[src/common/mdsc_defines.svh]
// Register offsets, field positions, reset values and event bit indices
`ifndef MDSC_DEFINES_SVH
`define MDSC_DEFINES_SVH
`define MDSC_OFF_MAIN_CTRL   4'h0
`define MDSC_OFF_PLL_CTRL    4'h1
`define MDSC_OFF_SYNC_SRC    4'h2
`define MDSC_OFF_ALARM_STAT  4'h3
`define MDSC_OFF_IRQ_STAT    4'h4
`define MDSC_OFF_IRQ_CLR     4'h5
`define MDSC_OFF_IRQ_EN      4'h6
`define MDSC_OFF_PHASE       4'h7
`define MDSC_BIT_CLKDIV_EN   0
`define MDSC_BIT_FIFO_SYNC   1
`define MDSC_BIT_PLL_ENA     0
`define MDSC_BIT_NDIV_EN     1
`define MDSC_BIT_DUAL        0
`define MDSC_BIT_SRC_SYNC    1
`define MDSC_BIT_DIV_OUTPUT_STROBE    2
`define MDSC_RST_MAIN        32'h0000_0001
`define MDSC_RST_ZERO        32'h0000_0000
`define MDSC_BAD_DATA        32'hdead_0bad
`define MDSC_EV_NDIV         0
`define MDSC_EV_DIV          1
`define MDSC_EV_PTR          2
`define MDSC_EV_ALARM        3
`endif

[src/common/mdsc_pkg.sv]
// Types shared by the sync control block
package mdsc_pkg;
    typedef struct packed {
        logic        read;
        logic        write;
        logic [3:0]  address;
        logic [31:0] writedata;
    } mdsc_req_t;
    typedef enum logic [2:0] {
        MDSC_IDLE = 3'b001,
        MDSC_RESP = 3'b010,
        MDSC_DONE = 3'b100
    } mdsc_bus_st_t;
endpackage

[src/mdsc_sync2.sv]
// Two-flip-flop level synchroniser
module mdsc_sync2 (
    input  wire logic mclk,
    input  wire logic rst_b,
    input  wire logic d,
    output logic      q
);
    logic meta_r;
    logic q_r;
    always_ff @(posedge mclk or negedge rst_b) begin
        if (!rst_b) begin
            meta_r <= 1'b0;
            q_r    <= 1'b0;
        end else begin
            meta_r <= d;
            q_r    <= meta_r;
        end
    end
    assign q = q_r;
endmodule

[src/mdsc_top.sv]
// Multi-device clock divider, PLL divider and FIFO pointer sync control
`include "mdsc_defines.svh"

// What this block does
// - Dual mode takes read-side pointer sync from output strobe, not input strobe.
// - Read and write pointers reset to a fixed offset, so latency stays constant.
// - Output strobe is sampled on converter clock; same clock domain required.
// - With PLL enabled, output strobe is generated internally from reference clock.
// - With PLL and N-divider sync enabled, SYNC rising edge resets the N divider.
// - In PLL mode no timing is assumed between SYNC and input strobe.
// - Single mode resets both pointers from one source, input strobe or SYNC.
// - Single mode read reset is resampled write reset; lags it by three cycles.
// - PLL with single mode never uses output strobe for read pointer.
// - Internal output strobe comes from N-divider output at phase detector rate.
module mdsc_top
    import mdsc_pkg::*;
#(
    parameter int          NDIV        = 8,
    parameter int          CLKDIV      = 4,
    parameter logic [2:0]  FIFO_OFFSET = 3'h4
) (
    input  wire logic        mclk,
    input  wire logic        rst_b,
    input  wire logic [3:0]  avs_address,
    input  wire logic        avs_read,
    input  wire logic        avs_write,
    input  wire logic [31:0] avs_writedata,
    output logic [31:0]      avs_readdata,
    output logic             avs_waitrequest,
    input  wire logic        output_strobe,
    input  wire logic        input_strobe,
    input  wire logic        sync_pin,
    input  wire logic        fifo_alarm,
    output logic             alarm_out,
    output logic             irq,
    output logic             clkdiv_tick,
    output logic             int_strobe,
    output logic [2:0]       wr_ptr,
    output logic [2:0]       rd_ptr
);

    ////////////////////////////////////////////////////////////////////////
    // Pin synchronisers
    logic output_strobe_s;
    logic input_strobe_s;
    logic sync_s;
    logic alarm_s;
    mdsc_sync2 u_output_strobe  (.mclk(mclk), .rst_b(rst_b), .d(output_strobe), .q(output_strobe_s));
    mdsc_sync2 u_input_strobe  (.mclk(mclk), .rst_b(rst_b), .d(input_strobe),  .q(input_strobe_s));
    mdsc_sync2 u_sync  (.mclk(mclk), .rst_b(rst_b), .d(sync_pin),      .q(sync_s));
    mdsc_sync2 u_alarm (.mclk(mclk), .rst_b(rst_b), .d(fifo_alarm),    .q(alarm_s));

    function automatic logic rise(input logic now, input logic prev);
        return now & ~prev;
    endfunction

    ////////////////////////////////////////////////////////////////////////
    // Registers
    logic [31:0]   main_ctrl_r, main_ctrl_nxt;
    logic [31:0]   pll_ctrl_r, pll_ctrl_nxt;
    logic [31:0]   sync_src_r, sync_src_nxt;
    logic [3:0]    irq_stat_r, irq_stat_nxt;
    logic [3:0]    irq_en_r, irq_en_nxt;
    logic [31:0]   rdata_r, rdata_nxt;
    logic          wait_r, wait_nxt;
    logic          irq_r, irq_nxt;
    logic          alarm_r, alarm_nxt;
    mdsc_bus_st_t  bst_r, bst_nxt;
    mdsc_req_t     req;

    logic          pll_ena;
    logic          dual_mode;
    logic [3:0]    events;

    assign req.read      = avs_read;
    assign req.write     = avs_write;
    assign req.address   = avs_address;
    assign req.writedata = avs_writedata;

    assign pll_ena   = pll_ctrl_r[`MDSC_BIT_PLL_ENA];
    assign dual_mode = sync_src_r[`MDSC_BIT_DUAL];

    ////////////////////////////////////////////////////////////////////////
    // Divider and pointer state
    logic [7:0] ndiv_r, ndiv_nxt;
    logic [7:0] cdiv_r, cdiv_nxt;
    logic [2:0] wr_r, wr_nxt;
    logic [2:0] rd_r, rd_nxt;
    logic       input_strobe_d_r, sync_d_r, output_strobe_d_r, istb_d_r;
    logic       wrst_r, wrst_nxt;
    logic [1:0] rrst_r, rrst_nxt;
    logic       tick_r, tick_nxt;
    logic       istb_r, istb_nxt;

    logic       sync_rise, input_strobe_rise, output_strobe_rise, istb_rise;
    logic       rd_strobe;
    logic       div_src;
    logic       wr_sync;

    assign sync_rise = rise(sync_s, sync_d_r);
    assign input_strobe_rise = rise(input_strobe_s, input_strobe_d_r);
    assign output_strobe_rise = rise(output_strobe_s, output_strobe_d_r);
    assign istb_rise = rise(istb_r, istb_d_r);
    // Internal strobe in PLL mode, pin strobe otherwise
    assign rd_strobe = pll_ena ? istb_rise : output_strobe_rise;
    assign div_src   = sync_src_r[`MDSC_BIT_DIV_OUTPUT_STROBE] ? rd_strobe : sync_rise;
    // Single mode write reset source: input strobe or SYNC
    assign wr_sync   = sync_src_r[`MDSC_BIT_SRC_SYNC] ? sync_rise : input_strobe_rise;

    always_comb begin
        ndiv_nxt = (ndiv_r == 8'(NDIV - 1)) ? 8'h00 : ndiv_r + 8'h01;
        if (pll_ena && pll_ctrl_r[`MDSC_BIT_NDIV_EN] && sync_rise) begin
            ndiv_nxt = 8'h00;
        end
        // Strobe taken from the N divider output
        istb_nxt = (ndiv_r < 8'(NDIV / 2));
        cdiv_nxt = (cdiv_r == 8'(CLKDIV - 1)) ? 8'h00 : cdiv_r + 8'h01;
        if (main_ctrl_r[`MDSC_BIT_CLKDIV_EN] && div_src) begin
            cdiv_nxt = 8'h00;
        end
        tick_nxt = (cdiv_nxt == 8'h00);
        wr_nxt   = wr_r + 3'h1;
        rd_nxt   = rd_r + 3'h1;
        wrst_nxt = 1'b0;
        rrst_nxt = {rrst_r[0], 1'b0};
        if (main_ctrl_r[`MDSC_BIT_FIFO_SYNC]) begin
            if (dual_mode) begin
                if (input_strobe_rise) begin
                    wr_nxt = FIFO_OFFSET;
                end
                if (rd_strobe) begin
                    rd_nxt = 3'h0;
                end
            end else begin
                if (wr_sync) begin
                    wr_nxt   = FIFO_OFFSET;
                    wrst_nxt = 1'b1;
                end
                // Read reset is the resampled write reset, never the strobe
                rrst_nxt = {rrst_r[0], wrst_r};
                if (rrst_r[1]) begin
                    rd_nxt = 3'h0;
                end
            end
        end
    end

    always_ff @(posedge mclk or negedge rst_b) begin
        if (!rst_b) begin
            ndiv_r   <= 8'h00;
            cdiv_r   <= 8'h00;
            wr_r     <= 3'h0;
            rd_r     <= 3'h0;
            input_strobe_d_r <= 1'b0;
            sync_d_r <= 1'b0;
            output_strobe_d_r <= 1'b0;
            istb_d_r <= 1'b0;
            wrst_r   <= 1'b0;
            rrst_r   <= 2'h0;
            tick_r   <= 1'b0;
            istb_r   <= 1'b0;
        end else begin
            ndiv_r   <= ndiv_nxt;
            cdiv_r   <= cdiv_nxt;
            wr_r     <= wr_nxt;
            rd_r     <= rd_nxt;
            input_strobe_d_r <= input_strobe_s;
            sync_d_r <= sync_s;
            output_strobe_d_r <= output_strobe_s;
            istb_d_r <= istb_r;
            wrst_r   <= wrst_nxt;
            rrst_r   <= rrst_nxt;
            tick_r   <= tick_nxt;
            istb_r   <= istb_nxt;
        end
    end

    ////////////////////////////////////////////////////////////////////////
    // Events
    assign events[`MDSC_EV_NDIV]  = pll_ena && pll_ctrl_r[`MDSC_BIT_NDIV_EN] && sync_rise;
    assign events[`MDSC_EV_DIV]   = main_ctrl_r[`MDSC_BIT_CLKDIV_EN] && div_src;
    assign events[`MDSC_EV_PTR]   = main_ctrl_r[`MDSC_BIT_FIFO_SYNC]
                                    && (dual_mode ? rd_strobe : rrst_r[1]);
    assign events[`MDSC_EV_ALARM] = alarm_s;

    ////////////////////////////////////////////////////////////////////////
    // Avalon-MM slave, one wait cycle per access
    always_comb begin
        main_ctrl_nxt = main_ctrl_r;
        pll_ctrl_nxt  = pll_ctrl_r;
        sync_src_nxt  = sync_src_r;
        irq_en_nxt    = irq_en_r;
        irq_stat_nxt  = irq_stat_r;
        rdata_nxt     = rdata_r;
        wait_nxt      = 1'b1;
        bst_nxt       = bst_r;
        case (bst_r)
            MDSC_IDLE: begin
                if (req.read || req.write) begin
                    bst_nxt  = MDSC_RESP;
                    wait_nxt = 1'b0;
                    // Read word captured now so it stands when waitrequest is seen low
                    case (req.address)
                        `MDSC_OFF_MAIN_CTRL:  rdata_nxt = main_ctrl_r;
                        `MDSC_OFF_PLL_CTRL:   rdata_nxt = pll_ctrl_r;
                        `MDSC_OFF_SYNC_SRC:   rdata_nxt = sync_src_r;
                        `MDSC_OFF_ALARM_STAT: rdata_nxt = {31'h0, alarm_s};
                        `MDSC_OFF_IRQ_STAT:   rdata_nxt = {28'h0, irq_stat_r};
                        `MDSC_OFF_IRQ_CLR:    rdata_nxt = `MDSC_RST_ZERO;
                        `MDSC_OFF_IRQ_EN:     rdata_nxt = {28'h0, irq_en_r};
                        `MDSC_OFF_PHASE:      rdata_nxt = {16'h0, cdiv_r, 2'h0, rd_r, wr_r};
                        default:              rdata_nxt = `MDSC_BAD_DATA;
                    endcase
                end
            end
            MDSC_RESP: begin
                bst_nxt = MDSC_DONE;
                if (req.write) begin
                    case (req.address)
                        `MDSC_OFF_MAIN_CTRL: main_ctrl_nxt = req.writedata;
                        `MDSC_OFF_PLL_CTRL:  pll_ctrl_nxt  = req.writedata;
                        `MDSC_OFF_SYNC_SRC:  sync_src_nxt  = req.writedata;
                        `MDSC_OFF_IRQ_CLR:   irq_stat_nxt  = irq_stat_r & ~req.writedata[3:0];
                        `MDSC_OFF_IRQ_EN:    irq_en_nxt    = req.writedata[3:0];
                        default:             irq_stat_nxt  = irq_stat_r;
                    endcase
                end
            end
            MDSC_DONE: begin
                bst_nxt = MDSC_IDLE;
            end
            default: begin
                bst_nxt = MDSC_IDLE;
            end
        endcase
        // Set wins over clear
        irq_stat_nxt = irq_stat_nxt | events;
        irq_nxt      = |(irq_stat_nxt & irq_en_nxt);
        alarm_nxt    = alarm_s;
    end

    always_ff @(posedge mclk or negedge rst_b) begin
        if (!rst_b) begin
            main_ctrl_r <= `MDSC_RST_MAIN;
            pll_ctrl_r  <= `MDSC_RST_ZERO;
            sync_src_r  <= `MDSC_RST_ZERO;
            irq_stat_r  <= 4'h0;
            irq_en_r    <= 4'h0;
            rdata_r     <= `MDSC_RST_ZERO;
            wait_r      <= 1'b1;
            irq_r       <= 1'b0;
            alarm_r     <= 1'b0;
            bst_r       <= MDSC_IDLE;
        end else begin
            main_ctrl_r <= main_ctrl_nxt;
            pll_ctrl_r  <= pll_ctrl_nxt;
            sync_src_r  <= sync_src_nxt;
            irq_stat_r  <= irq_stat_nxt;
            irq_en_r    <= irq_en_nxt;
            rdata_r     <= rdata_nxt;
            wait_r      <= wait_nxt;
            irq_r       <= irq_nxt;
            alarm_r     <= alarm_nxt;
            bst_r       <= bst_nxt;
        end
    end

    assign avs_readdata    = rdata_r;
    assign avs_waitrequest = wait_r;
    assign irq             = irq_r;
    assign alarm_out       = alarm_r;
    assign clkdiv_tick     = tick_r;
    assign int_strobe      = istb_r;
    assign wr_ptr          = wr_r;
    assign rd_ptr          = rd_r;
endmodule

[config.mk]
export PLATFORM = sky130hd
export DESIGN_NAME = mdsc_top
export DESIGN_NICKNAME = d
export VERILOG_FILES = /design/src/common/mdsc_pkg.sv /design/src/mdsc_sync2.sv /design/src/mdsc_top.sv
export VERILOG_INCLUDE_DIRS = /design/src /design/src/common
export SDC_FILE = /design/constraint.sdc
export NUM_CORES = 1
export LEC_CHECK = 0
export CAP_MARGIN = 15
export CORE_ASPECT_RATIO = 0.6
export CORE_UTILIZATION = 35
export DETAILED_ROUTE_END_ITERATION = 6
export DONT_BUFFER_PORTS = 1
export PLACE_DENSITY_LB_ADDON = 0.12
export SLEW_MARGIN = 20
export SYNTH_ARGS = -nofsm -noshare
export SYNTH_HDL_FRONTEND = slang
export SYNTH_SLANG_ARGS = --single-unit
[constraint.sdc]
create_clock -name mclk -period 3.2 [get_ports mclk]
set_input_delay 0.32 -clock mclk [delete_from_list [all_inputs] [get_ports mclk]]
set_output_delay 0.32 -clock mclk [all_outputs]
set_load 0.005 [all_outputs]
# ---- After elaboration in Yosys (flattened, before gate mapping)
# Cells that the tools add are included.
dict set report totals {
  inputBits 44
  elab_cells 103
  out_inout_bits 43
  regBits 181
}
dict set report op_classes {
  addsub 4
  eq_ne 12
  reduce_logical 12
  n_lt_le_gt_ge 1
  muxes 32
  n_bitwise 12
}
# op n
set ops {}
lappend ops {{32-bit one-hot mux with 8 select lines} 1}
lappend ops {{8-bit 2-to-1 mux} 4}
lappend ops {{3-bit 2-to-1 mux} 9}
lappend ops {{4-bit 2-to-1 mux} 6}
lappend ops {{8-bit by 1-bit adder with 8-bit output (second input constant)} 2}
lappend ops {{4-bit by 3-bit equality test with 1-bit output (second input constant)} 4}
lappend ops {{1-bit 2-to-1 mux} 11}
lappend ops {{3-bit AND reduction} 3}
lappend ops {{4-bit AND} 2}
lappend ops {{4-bit by 2-bit equality test with 1-bit output (second input constant)} 2}
lappend ops {{8-bit by 2-bit equality test with 1-bit output (second input constant)} 1}
lappend ops {{8-bit by 3-bit equality test with 1-bit output (second input constant)} 1}
lappend ops {{8-bit zero test} 1}
lappend ops {{8-bit by 3-bit less-than comparator with 1-bit output (second input constant)} 1}
lappend ops {{3-bit by 1-bit adder with 3-bit output (second input constant)} 2}
lappend ops {{3-bit one-hot mux with 2 select lines} 1}
lappend ops {{1-bit AND} 4}
lappend ops {{4-bit by 1-bit equality test with 1-bit output (second input constant)} 1}
lappend ops {{1-bit logical AND} 4}
lappend ops {{4-bit zero test} 1}
lappend ops {{1-bit inverter} 4}
lappend ops {{4-bit inverter} 1}
lappend ops {{4-bit OR} 1}
lappend ops {{4-bit OR reduction} 1}
lappend ops {{5 further kinds} 5}

# ---- Logic depth before layout (Yosys ltp)
dict set report depth {
  ltp_word 8
  ltp_mapped 6
  mapped_depth_nobuf 5
}

# ---- By module
# Synthesis repeated with hierarchy kept, for this count alone.
dict set report hier_totals {
  hier_cells 621
  hier_area_um2 8180.3
}
# mod instances cells_per_inst area_each_um2 seq_area_each_um2
set by_module_without_submodules {}
lappend by_module_without_submodules {mdsc_top 1 613 7980.2 4332.9}
lappend by_module_without_submodules {mdsc_sync2 4 2 50.0 50.0}

# ---- Worst setup path after synthesis
# OpenSTA, ideal clock, no wires.
dict set report synth_path {
  kind {register to register}
  start {reg bst_r[0]}
  end {reg rdata_r[10] (netlist: avs_readdata[10])}
  path_stages_with_launch 5
  setup_time_ns 0.141
  required_time_ns 3.059
  n_path_buf 2
  slack_ns 1.530
  arrival_ns 1.529
  synth_period_minus_slack_ns 1.670
  cell_sequence {dfstp_2 > nor4b_1 > clkbuf_1 > clkbuf_1 > a31oi_1}
}
dict set report synth_between {
  elab_chain_cells 2
}
# element line
set synth_lines {}
lappend synth_lines {{start, declared} mdsc_top.sv:68} ;# mdsc_bus_st_t bst_r, bst_nxt;
lappend synth_lines {{start signal, assigned} mdsc_top.sv:264} ;# bst_r <= bst_nxt;
lappend synth_lines {{3-bit by 1-bit equality test with 1-bit output} mdsc_top.sv:197} ;# case (bst_r)
lappend synth_lines {{2-bit AND reduction (no line)} -}
lappend synth_lines {{end signal, assigned} mdsc_top.sv:249} ;# rdata_r <= `MDSC_RST_ZERO;
lappend synth_lines {{end signal, assigned} mdsc_top.sv:260} ;# rdata_r <= rdata_nxt;
lappend synth_lines {{end, declared} mdsc_top.sv:64} ;# logic [31:0] rdata_r, rdata_nxt;
# No other way between the ends.
# A chain may end at the register's enable or synchronous reset.

# ---- Worst setup path in the final report
dict set report layout_path {
  start {reg bst_r[2]}
  end {reg pll_ctrl_r[19]}
}
dict set report layout_between {
  elab_chain_cells 2
}
# element line
set layout_lines {}
lappend layout_lines {{3-bit by 2-bit equality test with 1-bit output} mdsc_top.sv:197}
lappend layout_lines {{3-bit AND reduction (no line)} -}
lappend layout_lines {{end signal, assigned} mdsc_top.sv:245} ;# pll_ctrl_r <= `MDSC_RST_ZERO;
lappend layout_lines {{end signal, assigned} mdsc_top.sv:256} ;# pll_ctrl_r <= pll_ctrl_nxt;
lappend layout_lines {{end, declared} mdsc_top.sv:60} ;# logic [31:0] pll_ctrl_r, pll_ctrl_nxt;
# No other way between the ends.

==> metrics.log <==
[metrics] nature of the critical path endpoint: register
[metrics] instance area after placement: 7790 µm²
[metrics] Pleak: 3.91 nW
[metrics] FILL cells: 1965
[metrics] cell class contributing the biggest share of worst-path delay: simple AND/OR/NAND/NOR gates
[metrics] Pre-antenna DRT Iters: 5
[metrics] width of the die: 191 µm
[metrics] result of the run: finished, violations left
[metrics] total negative slack: 0 ns
[metrics] Period minus WS final: 2.28 ns
[metrics] crit path cell chain: and4bb_2 -> nand2_2 -> mux2_1
[metrics] pins over their slew limit: 0
[metrics] leading cell types by total area after synthesis: dfrtp_1 59%, mux2_2 10%, mux2_1 4.5%
[metrics] First DRT Iteration DRCs: 343
[metrics] most frequently used flop master after synthesis: dfrtp_1
[metrics] clock tree from TritonCTS: built
[metrics] clock edge transition at the registers on the reported setup and hold paths: 0.06 ns
[metrics] area of the placeable core: 21000 µm²
[metrics] antenna violations before repair: 0
[metrics] gate count of the mapped netlist: between 500 and 600
[metrics] TritonCTS Sinks: 181
[metrics] arrival time at the worst endpoint: 2.58 ns
[metrics] worst-case register-to-register setup slack: 0.92 ns
[metrics] final count of hold timing violations: 181
[metrics] antenna-violating nets left: 0
[metrics] total via count in the routed design: 4761
[metrics] maximum frequency from static timing analysis: 439 MHz
[metrics] GRT Overall Usage: 17.5%
[metrics] number of synthesis warnings: 0
[metrics] pin count of the biggest net entering global routing: between 150 and 200
[metrics] maximum level of the CTS H-tree: 4
[metrics] first-pass GRT wire length: between 20 and 30 mm
[metrics] sequential standard cell area: 4530 µm²
[metrics] multi-input logic area: about 2800 µm²
[metrics] number of enable flip-flop cells after synthesis: 0
[metrics] count of input and output buffers: 0
[metrics] number of storage elements in the synthesis netlist: roughly 180
[metrics] share of async-settable or async-resettable flops after synthesis: 100%
[metrics] critical path peak fanout: 32
[metrics] actual slew at the worst max-slew pin: 1.02 ns
[metrics] Worst Hold Margin: -0.406 ns
[metrics] Yosys top cell area share: roughly 59%
[metrics] failing checks: negative hold slack
[metrics] row cnt: between 40 and 50
[metrics] Post-layout nets: 647
[metrics] total wire length: 18.5 mm
[metrics] cell accounting for the most synthesized area: dfrtp_1
[metrics] number of vias per cell: 5.35
[metrics] Clock Skew: approximately 0.0072 ns
[metrics] maximum capacitance violations: 0
[metrics] FF-to-FF path depth: 3
[metrics] commonest cells after routing, fill and taps aside: 178 x dfrtp_1, 69 x mux2_2, 52 x nor2_1
[metrics] Max rail drop VDD: 0.474 mV
[metrics] Die Y-Extent: between 100 and 150 µm
[metrics] top-level I/O count: slightly below 90
[metrics] initial cell density of the core: between 30% and 40%
[metrics] sequential fraction of the synthesis area: 60.3%
[metrics] via count of the first global-routing pass: 4962
[metrics] post-synthesis to final-layout area growth: 14.4%
[metrics] number of cells in the finished layout apart from fillers: between 800 and 900
[metrics] critical-path cell with the highest stage delay: nand2_2
[metrics] fraction of layout cells with a size suffix above 1: 20.8%
[metrics] unrepaired setup endpoints after global routing: false
[metrics] Routability Congestion: 0.780
[metrics] worst setup path category: reg -> reg
[metrics] Resized Gates After CTS: 0
[metrics] GRT overflow: 0
[metrics] critical register-to-register path startpoint: bst_r[2]$_DFFE_PN0P_
[metrics] Worst path max stage delay: approximately 0.65 ns
[metrics] synthesized cell area: 7510 µm²
[metrics] CP Data Required Time: 3.50 ns
[metrics] RR Endpoint: pll_ctrl_r[19]$_DFFE_PN0P_
[metrics] path category of the worst min-delay check: in -> async
[metrics] Wirelength per Cell: 20.8 µm
[metrics] DIE AREA: 22100 µm²
[metrics] Inserted Diodes: 0
[metrics] CTS root buf: clkbuf_16
[metrics] total of endpoints with negative setup slack in the final report: 0
[metrics] WP buf/inv: 0
[metrics] relative max-transition margin: 31.9%
[metrics] summed area of non-filler cells in the final layout: around 8600 µm²
[metrics] number of unique standard cell types used by synthesis: roughly 50
[metrics] leading cell type in the layout, fill and taps excluded: dfrtp_1
[metrics] clock buffers created by TritonCTS: 17
[metrics] net count after synthesis: between 600 and 700
[metrics] Mapped Avg Cell Area: 12.9 µm²
[metrics] cell total after placement: 836
[metrics] Critical Path Source Type: register
[metrics] crit share post-route: between 70 and 80%
[metrics] Clk Latency, worst-skew pair: 0.43 ns
[metrics] maximum clock insertion buffer count: 2
[metrics] drt drc: 0
[metrics] power per cell area: 791 nW/µm²
[metrics] detailed placement HPWL: 11.1 mm
## kinds of logic after synthesis
group	Yosys count	share of synthesized area (%)
DFF	181	60.3
and+or+nand+nor	123	9.06
AOI/OAI and AO/OA	117	10.6
muxes	102	15.2
buffers and inverters	44	2.48
xor gates and xnor gates	12	1.40
adders and majority gates	5	0.833
## stage by stage
| step | hold WS, ns | total power [W] | utilization [%] | setup WS (ns) |
|---|---|---|---|---|
| 4_1_cts | -0.445 | 0.00689 | 40.7 | 0.892 |
| 6_report | -0.406 | 0.00680 | 40.9 | 0.924 |
| 2_1_floorplan | 0.0244 | 0.00438 | - | 1.53 |
| 3_3_place_gp | 0.0292 | 0.00473 | 37.1 | 0.965 |
| 5_1_grt | -0.443 | 0.00723 | 40.9 | 0.801 |
| 3_5_place_dp | 0.0288 | 0.00479 | 37.1 | 0.902 |
## layout make-up
cell class                      count  area share, %
Inverter                           11          0.481
Sequential cell                   181           52.8
Timing Repair Buffer               28           3.23
Multi-Input combinational cell    359           32.7
Tap cell                          279           4.06
Clock buffer                       19           5.27
Clock inverter                     13           1.46
## cells in the mapped netlist, types with 6 or more instances
cell type,n
inv_1,11
a22oi_1,17
xor2_1,6
and3_1,9
mux2_2,69
xnor2_1,6
mux2_1,30
a21oi_1,34
buf_2,17
nand2_1,14
clkbuf_1,16
nor2_1,52
dfrtp_1,178
nand3_1,9
a222oi_1,16
a31oi_1,25
## power by group
group          internal [W]  switching, W
clock network       0.00112      0.000923
registers           0.00297      0.000545
logic              0.000641      0.000598
total               0.00473       0.00207
## worst max path at each step
stage	startpoint	to	slack [ns]	depth (start not counted)
floorplan	bst_r[0]$_DFFE_PN1P_	avs_readdata[10]$_DFFE_PN0P_	1.53	4
global placement	bst_r[2]$_DFFE_PN0P_	pll_ctrl_r[6]$_DFFE_PN0P_	0.96	3
detailed placement	bst_r[2]$_DFFE_PN0P_	pll_ctrl_r[19]$_DFFE_PN0P_	0.90	3
CTS	bst_r[2]$_DFFE_PN0P_	pll_ctrl_r[19]$_DFFE_PN0P_	0.89	3
global route	bst_r[2]$_DFFE_PN0P_	pll_ctrl_r[19]$_DFFE_PN0P_	0.80	3
finish	bst_r[2]$_DFFE_PN0P_	pll_ctrl_r[19]$_DFFE_PN0P_	0.92	3
## per-layer routing
metal	track usage [%]	vias to the layer above	share of wire, %
met1	24.5	2471	48
li1	-	2186	-
met5	0	-	0
met2	25.7	93	44
met3	6.21	11	6.9
met4	5.29	0	0.81
## state kept, by name, summed over array words and instances (netlist names), 4 cells and up
signal,flops
avs_readdata,32
sync_src_r,32
main_ctrl_r,32
irq_en_r,4
cdiv_r,8
ndiv_r,8
pll_ctrl_r,32
irq_stat_r,4
## what timing repair did
item / 4_1_cts / 5_1_grt
hold buffers: 19 / 3
buffers inserted: 0 / 0
endpoints found under the hold margin: 200 / 184
No activity file was read; power rests on OpenSTA's default activity.
